[src/nvm_cfg.svh]
// Constants of the two-wire nonvolatile command block.
// Assumes a 40 MHz core clock; included by its bare name.
`ifndef NVM_CFG_SVH
`define NVM_CFG_SVH

// ============================================================
// Control byte
`define CODE_ARRAY    4'ha
`define CODE_SEC      4'hb

// ============================================================
// Address handling
`define SEC_RD_MASK   15'h007f
`define SEC_WR_MASK   15'h003f
`define ALL_MASK      15'h7fff
`define BUF_FULL      7'h40

// ============================================================
// Bit counter marks
`define BIT_LAST      4'h8
`define BIT_ACK       4'h9
`define BIT_NEXT      4'ha
`define BIT_FIRST     4'h1
`define BIT_ZERO      4'h0

// ============================================================
// Timing: per-byte program time and its cycle count
`define CLK_NS        25
`define BYTE_WR_NS    60000
`define BYTE_WR_CYC   ((`BYTE_WR_NS + `CLK_NS - 1) / `CLK_NS)

`endif

[src/nvm_pkg.sv]
// Types shared by the two-wire nonvolatile command block.
// Assumes nvm_cfg.svh is compiled alongside.
package nvm_pkg;

  // ============================================================
  // Bus engine states and byte phases
  typedef enum logic [1:0] {
    ST_IDLE,
    ST_RX,
    ST_TX
  } bus_state_t;

  typedef enum logic [1:0] {
    PH_CTRL,
    PH_ADDR_HI,
    PH_ADDR_LO,
    PH_DATA
  } phase_t;

  // ============================================================
  // Whole state of the command engine
  typedef struct packed {
    bus_state_t       st;
    phase_t           ph;
    logic [3:0]       cnt;
    logic [7:0]       shreg;
    logic             ack_drv;
    logic             sec;
    logic             rd;
    logic [14:0]      ptr;
    logic [7:0]       hi;
    logic [14:0]      wr_start;
    logic [5:0]       widx;
    logic [6:0]       wcount;
    logic [63:0][7:0] wbuf;
    logic             locked;
    logic             prog;
    logic             prog_sec;
    logic [6:0]       left;
    logic [5:0]       off;
    logic [5:0]       bidx;
    logic [15:0]      tmr;
    logic             inc_at_stop;
    logic [14:0]      maddr;
    logic             msec;
    logic [7:0]       mwdata;
    logic             mwe;
    logic             wp_m;
    logic             wp_q;
  } core_t;

  // Synchroniser and line history state
  typedef struct packed {
    logic [4:0] s1;
    logic [4:0] s2;
    logic       scl_d;
    logic       sda_d;
  } sense_t;

endpackage

[src/nvm_line_sense.sv]
// Pin synchroniser with clock edge and START/STOP detection.
// Assumes asynchronous pins; all outputs follow the second stage.
`timescale 1ns/1ps
module nvm_line_sense (
  input  wire logic       core_clk,
  input  wire logic       sys_rst,
  input  wire logic [4:0] pins,
  output logic            scl_rise,
  output logic            scl_fall,
  output logic            start,
  output logic            stop,
  output logic            sda,
  output logic [2:0]      held
);
  import nvm_pkg::*;

  sense_t q;
  sense_t n;

  // ============================================================
  // Two-stage synchroniser, then history of clock and data
  always_comb begin
    n       = q;
    n.s1    = pins;
    n.s2    = q.s1;
    n.scl_d = q.s2[0];
    n.sda_d = q.s2[1];
  end

  always_ff @(posedge core_clk or posedge sys_rst) begin
    if (sys_rst) begin
      q <= '0;
    end else begin
      q <= n;
    end
  end

  // Edges and bus conditions seen on synchronised lines
  assign scl_rise = q.s2[0] & ~q.scl_d;
  assign scl_fall = ~q.s2[0] & q.scl_d;
  assign start    = q.s2[0] & q.scl_d & ~q.s2[1] & q.sda_d;
  assign stop     = q.s2[0] & q.scl_d & q.s2[1] & ~q.sda_d;
  assign sda      = q.s2[1];
  assign held     = q.s2[4:2];
endmodule

[src/nvm_cmd_core.sv]
// Two-wire slave command engine: writes, protection, polling, reads.
// Assumes an external array answers mem_rdata combinationally.
//
// Function
// - Security area: bytes 0-63 user writable, 64-127 factory, never written.
// - First executed security write locks the user bytes until reset.
// - Code 1011 selects security area, 1010 the array; same write flow.
// - At STOP the buffered bytes are programmed from the given address up.
// - Security writes use only the low six address bits.
// - More than 64 data bytes wrap the buffer over earliest bytes.
// - Security write pointer wraps inside the 64-byte area.
// - No acknowledge of the control byte while programming.
// - Protected write is acknowledged, starts nothing, keeps lock unused.
// - Suppressed write still loads and advances the pointer within page.
// - Bytes are programmed one after another, time per byte.
// - Protect input high blocks writes to array and security area.
// - Protect input sampled only at the STOP ending a write.
// - Direction bit one selects reads: current, random, sequential.
// - One pointer serves both array and security area.
// - Current read uses pointer; pointer rolls over to zero at top.
// - Read control byte acknowledged, then eight bits shifted out.
// - Repeated START aborts write but keeps the loaded pointer.
// - Master acknowledge and closing STOP each advance the pointer.
// - Control byte select bits must match the select straps.
// - Two address bytes follow; fifteen address bits are used.
// - Accepted bytes are acknowledged by pulling data low on clock nine.
`timescale 1ns/1ps
`include "nvm_cfg.svh"
module nvm_cmd_core #(
  parameter logic [15:0] BYTE_WR_CYCLES = 16'(`BYTE_WR_CYC)
) (
  input  wire logic        core_clk,
  input  wire logic        sys_rst,
  input  wire logic        scl_in,
  input  wire logic        sda_in,
  output logic             sda_out,
  output logic             sda_oe,
  input  wire logic        wp_in,
  input  wire logic        select_strap_0,
  input  wire logic        select_strap_1,
  input  wire logic        select_strap_2,
  output logic [14:0]      mem_addr,
  output logic             mem_sec,
  output logic [7:0]       mem_wdata,
  output logic             mem_we,
  input  wire logic [7:0]  mem_rdata
);
  import nvm_pkg::*;

  core_t      q;
  core_t      n;
  logic       scl_rise;
  logic       scl_fall;
  logic       bus_start;
  logic       bus_stop;
  logic       sda_s;
  logic [2:0] held;
  logic       wp_s;
  logic [2:0] straps;
  logic       commit;
  logic       accept;

  // ============================================================
  // Pointer arithmetic
  function automatic logic [14:0] page_inc(input logic [14:0] p);
    page_inc = {p[14:6], 6'(p[5:0] + 6'h01)};
  endfunction

  function automatic logic [14:0] seq_inc(input logic [14:0] p);
    seq_inc = 15'(p + 15'h0001);
  endfunction

  // ============================================================
  // Pin synchronisers and bus condition detection
  nvm_line_sense u_sense (
    .core_clk (core_clk),
    .sys_rst  (sys_rst),
    .pins     ({select_strap_2, select_strap_1, select_strap_0,
                sda_in, scl_in}),
    .scl_rise (scl_rise),
    .scl_fall (scl_fall),
    .start    (bus_start),
    .stop     (bus_stop),
    .sda      (sda_s),
    .held     (held)
  );

  // Protect pin passes two state flip-flops; straps come synchronised
  assign wp_s   = q.wp_q;
  assign straps = held;

  // ============================================================
  // Byte decisions
  // STOP closing a write with data buffered starts a program cycle
  assign commit = bus_stop && q.st == ST_RX && q.ph == PH_DATA
                  && q.wcount != 7'h00;
  // Control byte accepted only on code, strap match and when not busy
  assign accept = q.ph != PH_CTRL ||
                  ((q.shreg[7:4] == `CODE_ARRAY ||
                    q.shreg[7:4] == `CODE_SEC) &&
                   q.shreg[3:1] == straps &&
                   !q.prog);

  // ============================================================
  // Next-state logic of the whole engine
  always_comb begin
    n       = q;
    n.mwe   = 1'b0;
    n.maddr = q.sec ? (q.ptr & `SEC_RD_MASK) : q.ptr;
    n.msec  = q.sec;
    // Protect pin synchroniser, first stage read only by the second
    n.wp_m  = wp_in;
    n.wp_q  = q.wp_m;
    // Program engine: one byte per timer expiry
    if (q.prog) begin
      if (q.tmr == 16'h0000) begin
        n.maddr  = {q.wr_start[14:6], q.off}
                   & (q.prog_sec ? `SEC_WR_MASK : `ALL_MASK);
        n.msec   = q.prog_sec;
        n.mwdata = q.wbuf[q.bidx];
        n.mwe    = 1'b1;
        n.off    = 6'(q.off + 6'h01);
        n.bidx   = 6'(q.bidx + 6'h01);
        n.left   = 7'(q.left - 7'h01);
        n.tmr    = 16'(BYTE_WR_CYCLES - 16'h0001);
        if (q.left == 7'h01) begin
          n.prog = 1'b0;
        end
      end else begin
        n.tmr = 16'(q.tmr - 16'h0001);
      end
    end
    // Bus conditions first, then clock edges
    if (bus_start) begin
      n.st      = ST_RX;
      n.ph      = PH_CTRL;
      n.cnt     = `BIT_ZERO;
      n.ack_drv = 1'b0;
      n.inc_at_stop = 1'b0;
    end else if (bus_stop) begin
      n.st      = ST_IDLE;
      n.ph      = PH_CTRL;
      n.ack_drv = 1'b0;
      n.inc_at_stop = 1'b0;
      if (q.inc_at_stop) begin
        n.ptr = seq_inc(q.ptr);
      end
      if (commit && !wp_s && !(q.sec && q.locked)) begin
        n.prog     = 1'b1;
        n.prog_sec = q.sec;
        n.left     = (q.wcount > `BUF_FULL) ? `BUF_FULL : q.wcount;
        n.off      = q.wr_start[5:0];
        n.bidx     = 6'h00;
        n.tmr      = 16'(BYTE_WR_CYCLES - 16'h0001);
        if (q.sec) begin
          n.locked = 1'b1;
        end
      end
    end else begin
      case (q.st)
        ST_RX: begin
          if (scl_rise && q.cnt < `BIT_LAST) begin
            n.shreg = {q.shreg[6:0], sda_s};
            n.cnt   = 4'(q.cnt + 4'h1);
          end else if (scl_fall && q.cnt == `BIT_LAST) begin
            n.cnt     = `BIT_ACK;
            n.ack_drv = accept;
            if (!accept) begin
              n.st = ST_IDLE;
            end
            case (q.ph)
              PH_CTRL: begin
                n.sec = q.shreg[7:4] == `CODE_SEC;
                n.rd  = q.shreg[0];
              end
              PH_ADDR_HI: begin
                n.hi = q.shreg;
              end
              PH_ADDR_LO: begin
                n.ptr      = {q.hi[6:0], q.shreg};
                n.wr_start = {q.hi[6:0], q.shreg};
                n.wcount   = 7'h00;
                n.widx     = 6'h00;
              end
              default: begin
                n.wbuf[q.widx] = q.shreg;
                n.widx = 6'(q.widx + 6'h01);
                if (q.wcount != `BUF_FULL) begin
                  n.wcount = 7'(q.wcount + 7'h01);
                end
                n.ptr = page_inc(q.ptr);
              end
            endcase
          end else if (scl_fall && q.cnt == `BIT_ACK) begin
            n.ack_drv = 1'b0;
            n.cnt     = `BIT_ZERO;
            case (q.ph)
              PH_CTRL: begin
                if (q.rd) begin
                  n.st      = ST_TX;
                  n.ack_drv = ~mem_rdata[7];
                  n.shreg   = {mem_rdata[6:0], 1'b0};
                  n.cnt     = `BIT_FIRST;
                end else begin
                  n.ph = PH_ADDR_HI;
                end
              end
              PH_ADDR_HI: n.ph = PH_ADDR_LO;
              default:    n.ph = PH_DATA;
            endcase
          end
        end
        ST_TX: begin
          if (scl_fall && q.cnt < `BIT_LAST) begin
            n.ack_drv = ~q.shreg[7];
            n.shreg   = {q.shreg[6:0], 1'b0};
            n.cnt     = 4'(q.cnt + 4'h1);
          end else if (scl_fall && q.cnt == `BIT_LAST) begin
            n.ack_drv = 1'b0;
            n.cnt     = `BIT_ACK;
          end else if (scl_rise && q.cnt == `BIT_ACK) begin
            if (!sda_s) begin
              n.ptr = seq_inc(q.ptr);
              n.cnt = `BIT_NEXT;
            end else begin
              n.st          = ST_IDLE;
              n.inc_at_stop = 1'b1;
            end
          end else if (scl_fall && q.cnt == `BIT_NEXT) begin
            n.ack_drv = ~mem_rdata[7];
            n.shreg   = {mem_rdata[6:0], 1'b0};
            n.cnt     = `BIT_FIRST;
          end
        end
        default: begin
          n.ack_drv = 1'b0;
        end
      endcase
    end
  end

  // State register
  always_ff @(posedge core_clk or posedge sys_rst) begin
    if (sys_rst) begin
      q <= '0;
    end else begin
      q <= n;
    end
  end

  // ============================================================
  // Outputs from state flip-flops; data line is open drain
  assign sda_out   = 1'b0;
  assign sda_oe    = q.ack_drv;
  assign mem_addr  = q.maddr;
  assign mem_sec   = q.msec;
  assign mem_wdata = q.mwdata;
  assign mem_we    = q.mwe;
endmodule

[config.mk]
export PLATFORM = sky130hd
export DESIGN_NAME = nvm_cmd_core
export DESIGN_NICKNAME = d
export VERILOG_FILES = /design/src/nvm_pkg.sv /design/src/nvm_line_sense.sv /design/src/nvm_cmd_core.sv
export VERILOG_INCLUDE_DIRS = /design/src
export SDC_FILE = /design/constraint.sdc
export NUM_CORES = 1
export LEC_CHECK = 0
export BUFFER_PORTS_ARGS = -buffer_cell sky130_fd_sc_hd__buf_2
export CAP_MARGIN = 20
export CORE_MARGIN = 3
export CORE_UTILIZATION = 30
export DETAILED_ROUTE_END_ITERATION = 10
export HOLD_SLACK_MARGIN = 0.08
export PLACE_DENSITY_LB_ADDON = 0.2
export SLEW_MARGIN = 20
export SYNTH_ARGS = -nofsm -noshare
export SYNTH_HDL_FRONTEND = slang
export SYNTH_HIERARCHICAL = 1
export SYNTH_SLANG_ARGS = --single-unit
[constraint.sdc]
create_clock -name core_clk -period 17.93 [get_ports core_clk]
set_input_delay 0 -clock core_clk [delete_from_list [all_inputs] [get_ports core_clk]]
set_output_delay 0 -clock core_clk [all_outputs]
set_load 0.02 [all_outputs]
==> results.txt <==
The flow ran to the end, and the final reports show no timing, DRC or antenna violations. The first global-routing pass estimated 132 mm of wire. The count of standard-cell rows was 117; the cell-internal power was 2.52 mW. For the worst setup path, the data required time is 18.43 ns.

Ranked by total cell area, the synthesized netlist is headed by sky130_fd_sc_hd__dfrtp_1 53%, sky130_fd_sc_hd__mux2_2 20%, sky130_fd_sc_hd__mux4_2 7.0%. The number of cells on the worst reg-to-reg path is 7. The total half-perimeter wirelength after legalization and detailed placement was 52.6 mm. The count of mapped cells out of synthesis is 2342, and the total number of H-tree levels is 3. In this run the post-CTS setup repair buffer count came out at 0. The post-route setup TNS was 0 ns; the share of the clock period used by the worst path was 0.210. Count of TritonRoute iterations in the first routing pass: 5. The final layout net count is 2355, and the number of different library cells in the post-synthesis netlist is 71. For the arrival time of the worst setup path, the log shows 4.26 ns. Clock transition time at the flip-flop clock pins of the worst setup and hold paths: 0.06 ns.

The number of maximum-capacitance constraint violations was 0. The die covers 107000 um2. The number of cells in the finished layout apart from fillers came out at 3747.

For the max-slew violation count, the log shows 0. The horizontal die dimension is 327 um. For this design the ratio of total power to cell area is 99.4 nW/um2.

Detailed-route wire length per cell: 22.7 um. The initial core utilization is 0.303, and the combinational fraction of design power is 0.116. The run gives 0.342 as the final core utilization.

The post-route worst hold slack was 0.186 ns. In this run the register-to-register setup slack is 14.17 ns. For this run the aggregate overflow at the end of global routing stands at 0.

The run gives 179 as the maximum number of pins on one net before global-route repair. The count of buffers added on input and output ports is 41. The total cell area at the placement stage was 32300 um2.

Once the clock tree was built, the resizer swapped 0 gates to a different size. The tools report the final wirelength as 85.0 mm. The largest total area in the synthesized netlist belongs to sky130_fd_sc_hd__dfrtp_1. Across all layers, the routed design uses 19200 vias.

STA classifies the critical path startpoint as a flip-flop. The run gives 6 as the number of warnings issued by yosys. The master cell of the clock root buffer is sky130_fd_sc_hd__clkbuf_16. The startpoint of the most critical register-to-register path is q[44]. The logs give 0.159 for the all-layer global routing usage and 15.9 nW for the cell leakage power. The total net switching power is 0.958 mW, and the switching part of the total is 0.276.

The sort of element at the end of the critical path is a flip-flop. Clock tree synthesis inserted a total of 77 buffers. The clock arrives with 0.0202 ns of skew. The worst register-to-register path ends at mem_wdata[7].

The top cell type's share of synthesized area came out at 0.532. The run gives 35000 um2 as the finished layout cell area. Category of the most critical setup path: reg2reg.

The area growth from synthesis to layout is 12.9%. The clock period minus final worst setup slack was 3.76 ns; the number of enable flip-flop cells after synthesis was 0. The logs give 3 for the maximum buffer depth of the clock tree and 0.0975 mV for the worst supply voltage drop on vdd. Timing would allow up to 266 MHz.

The total power of the final layout was 3.47 mW; the number of top-level pins was 43. The tools report the initial DRC count as 1114. The number of synthesized register bits was 659. The kind of path behind the tightest hold check is in2async. The clock group share of total power was 0.437; the initial antenna violation count was 0. For this run, the leading register cell type out of synthesis is sky130_fd_sc_hd__dfrtp_1.

In the routed layout, each cell is associated on average with a via count of 5.11. TritonCTS built the clock tree. The run gives 0.242 as the worst max-slew margin expressed relative to the limit. Once detail routing completed, the nets flagged for antenna violations numbered 0.

The tools report the residual DRC count as 0. For the worst-case setup margin in the final layout, the log shows 14.17 ns. Post-synthesis area per instance: 13.2 um2. Along the worst path, the maximum fanout reaches 103. The number of hold-slack violations in the final timing report was 0. Timing analysis after detailed placement gives a worst setup slack of 14.10 ns. For the post-synthesis sequential area ratio, the log shows 0.532.

The run gives 31000 um2 as the mapped cell area. The pin slew with the least headroom to its limit is 1.14 ns, and the number of global-route vias before repair is 20400. The total area inside the core boundary comes to 102000 um2.

Setup violations remaining at the end of the flow were counted as 0. The proportion of layout cells with a drive suffix above 1 is 0.387, and the net count after synthesis is 2374. The logs give 0.446 for the sequential cell fraction of total power and 659 for the TritonCTS sink count. The number of hold buffers added after CTS was 22.

In this run the vertical extent of the chip is 327 um. The later pin in the worst-skew pair is clocked with a latency of 0.62 ns. The share of synthesized registers carrying an async set or reset was 1.00. Setup repair after global routing left no endpoint under its margin. The run gives 3589 as the number of cells after detailed placement.

At the end of routability-driven placement, the weighted congestion stood at 0.815.
==> layout make-up <==
type,count,area (um2)
well taps,1368,1710
fillers,10000,67200
clock inverters,17,168
flip-flops and latches,659,16500
clock buffers,117,2270
inverters,23,90.1
multi-input cells,1471,13500
diodes,1,2.50
repair buffers,91,693
==> per-layer routing <==
metal / track usage / share of wire / up-vias
li1: - / - / 8472
met5: 0 / 0 / -
met1: 0.225 / 0.47 / 10200
met4: 0.0452 / 0.025 / 0
met2: 0.254 / 0.47 / 354
met3: 0.0249 / 0.038 / 118
==> worst max-delay path, stage by stage, from the launching register on <==
cell	delay [ns]
sky130_fd_sc_hd__dfrtp_4	0.71
sky130_fd_sc_hd__buf_12	0.66
sky130_fd_sc_hd__buf_4	0.77
sky130_fd_sc_hd__mux4_2	0.60
sky130_fd_sc_hd__a211oi_1	0.25
sky130_fd_sc_hd__o21ai_0	0.12
sky130_fd_sc_hd__a31oi_1	0.24
sky130_fd_sc_hd__a21oi_1	0.10
==> Yosys cell counts (9+ instances only) <==
master                       n
sky130_fd_sc_hd__a22o_1     13
sky130_fd_sc_hd__or2_2      12
sky130_fd_sc_hd__mux2_2    541
sky130_fd_sc_hd__nand2_1   142
sky130_fd_sc_hd__xor2_1     17
sky130_fd_sc_hd__mux4_2     96
sky130_fd_sc_hd__xnor2_1    20
sky130_fd_sc_hd__a21oi_1    57
sky130_fd_sc_hd__nand2b_1   12
sky130_fd_sc_hd__nor3_1      9
sky130_fd_sc_hd__nand3_1    56
sky130_fd_sc_hd__mux2i_1    66
sky130_fd_sc_hd__o22ai_1    19
sky130_fd_sc_hd__ha_1       16
sky130_fd_sc_hd__buf_4      41
sky130_fd_sc_hd__nand3b_1   25
sky130_fd_sc_hd__nor2_1     70
sky130_fd_sc_hd__dfrtp_1   659
sky130_fd_sc_hd__inv_1      21
sky130_fd_sc_hd__clkbuf_1  116
sky130_fd_sc_hd__a22oi_1    18
sky130_fd_sc_hd__o21ai_0    69
sky130_fd_sc_hd__nand4_1    10
sky130_fd_sc_hd__o221ai_1    9
sky130_fd_sc_hd__nand2_2    13
sky130_fd_sc_hd__a31oi_1    18
sky130_fd_sc_hd__a211oi_1   12
sky130_fd_sc_hd__buf_2      24
sky130_fd_sc_hd__nor2_2     48
==> how the worst max path moves through the flow <==
stage,start,to
floorplan,sys_rst,async pin
global placement,q[44],mem_wdata[6]
detailed placement,q[44],mem_wdata[6]
CTS,q[44],mem_wdata[6]
global route,q[44],mem_wdata[6]
finish,q[44],mem_wdata[7]
==> power groups by stage <==
stage	clock [mW]	combinational, mW	sequential, mW
2_1_floorplan	0	0.272	1.57
3_3_place_gp	0	0.394	1.58
3_5_place_dp	0	0.402	1.58
4_1_cts	1.57	0.408	1.55
5_1_grt	1.63	0.443	1.55
6_report	1.52	0.403	1.55
==> cell families after synthesis <==
group	synth area share
muxes	0.289
DFF	0.532
and+or+nand+nor	0.0791
AOI/OAI and AO/OA	0.0512
buffers and inverters	0.0316
xor gates and xnor gates	0.0105
adders and majority gates	0.00646
other	0.000121
==> layout by cell type (no fill, tap or decap), types with 17 or more instances in the layout <==
cell type,instances
sky130_fd_sc_hd__clkbuf_16,79
sky130_fd_sc_hd__o22ai_1,19
sky130_fd_sc_hd__dfrtp_1,649
sky130_fd_sc_hd__a21oi_1,57
sky130_fd_sc_hd__buf_2,41
sky130_fd_sc_hd__mux4_2,96
sky130_fd_sc_hd__clkbuf_1,23
sky130_fd_sc_hd__a31oi_1,18
sky130_fd_sc_hd__a22oi_1,18
sky130_fd_sc_hd__dlygate4sd3_1,22
sky130_fd_sc_hd__xor2_1,17
sky130_fd_sc_hd__nand2_1,142
sky130_fd_sc_hd__nor2_1,70
sky130_fd_sc_hd__buf_4,22
sky130_fd_sc_hd__nand3_1,56
sky130_fd_sc_hd__mux2i_1,66
sky130_fd_sc_hd__o21ai_0,69
sky130_fd_sc_hd__mux2_2,541
sky130_fd_sc_hd__xnor2_1,20
sky130_fd_sc_hd__nor2_2,48
sky130_fd_sc_hd__nand3b_1,25
sky130_fd_sc_hd__inv_1,20
(Power assumes the default switching activity.)
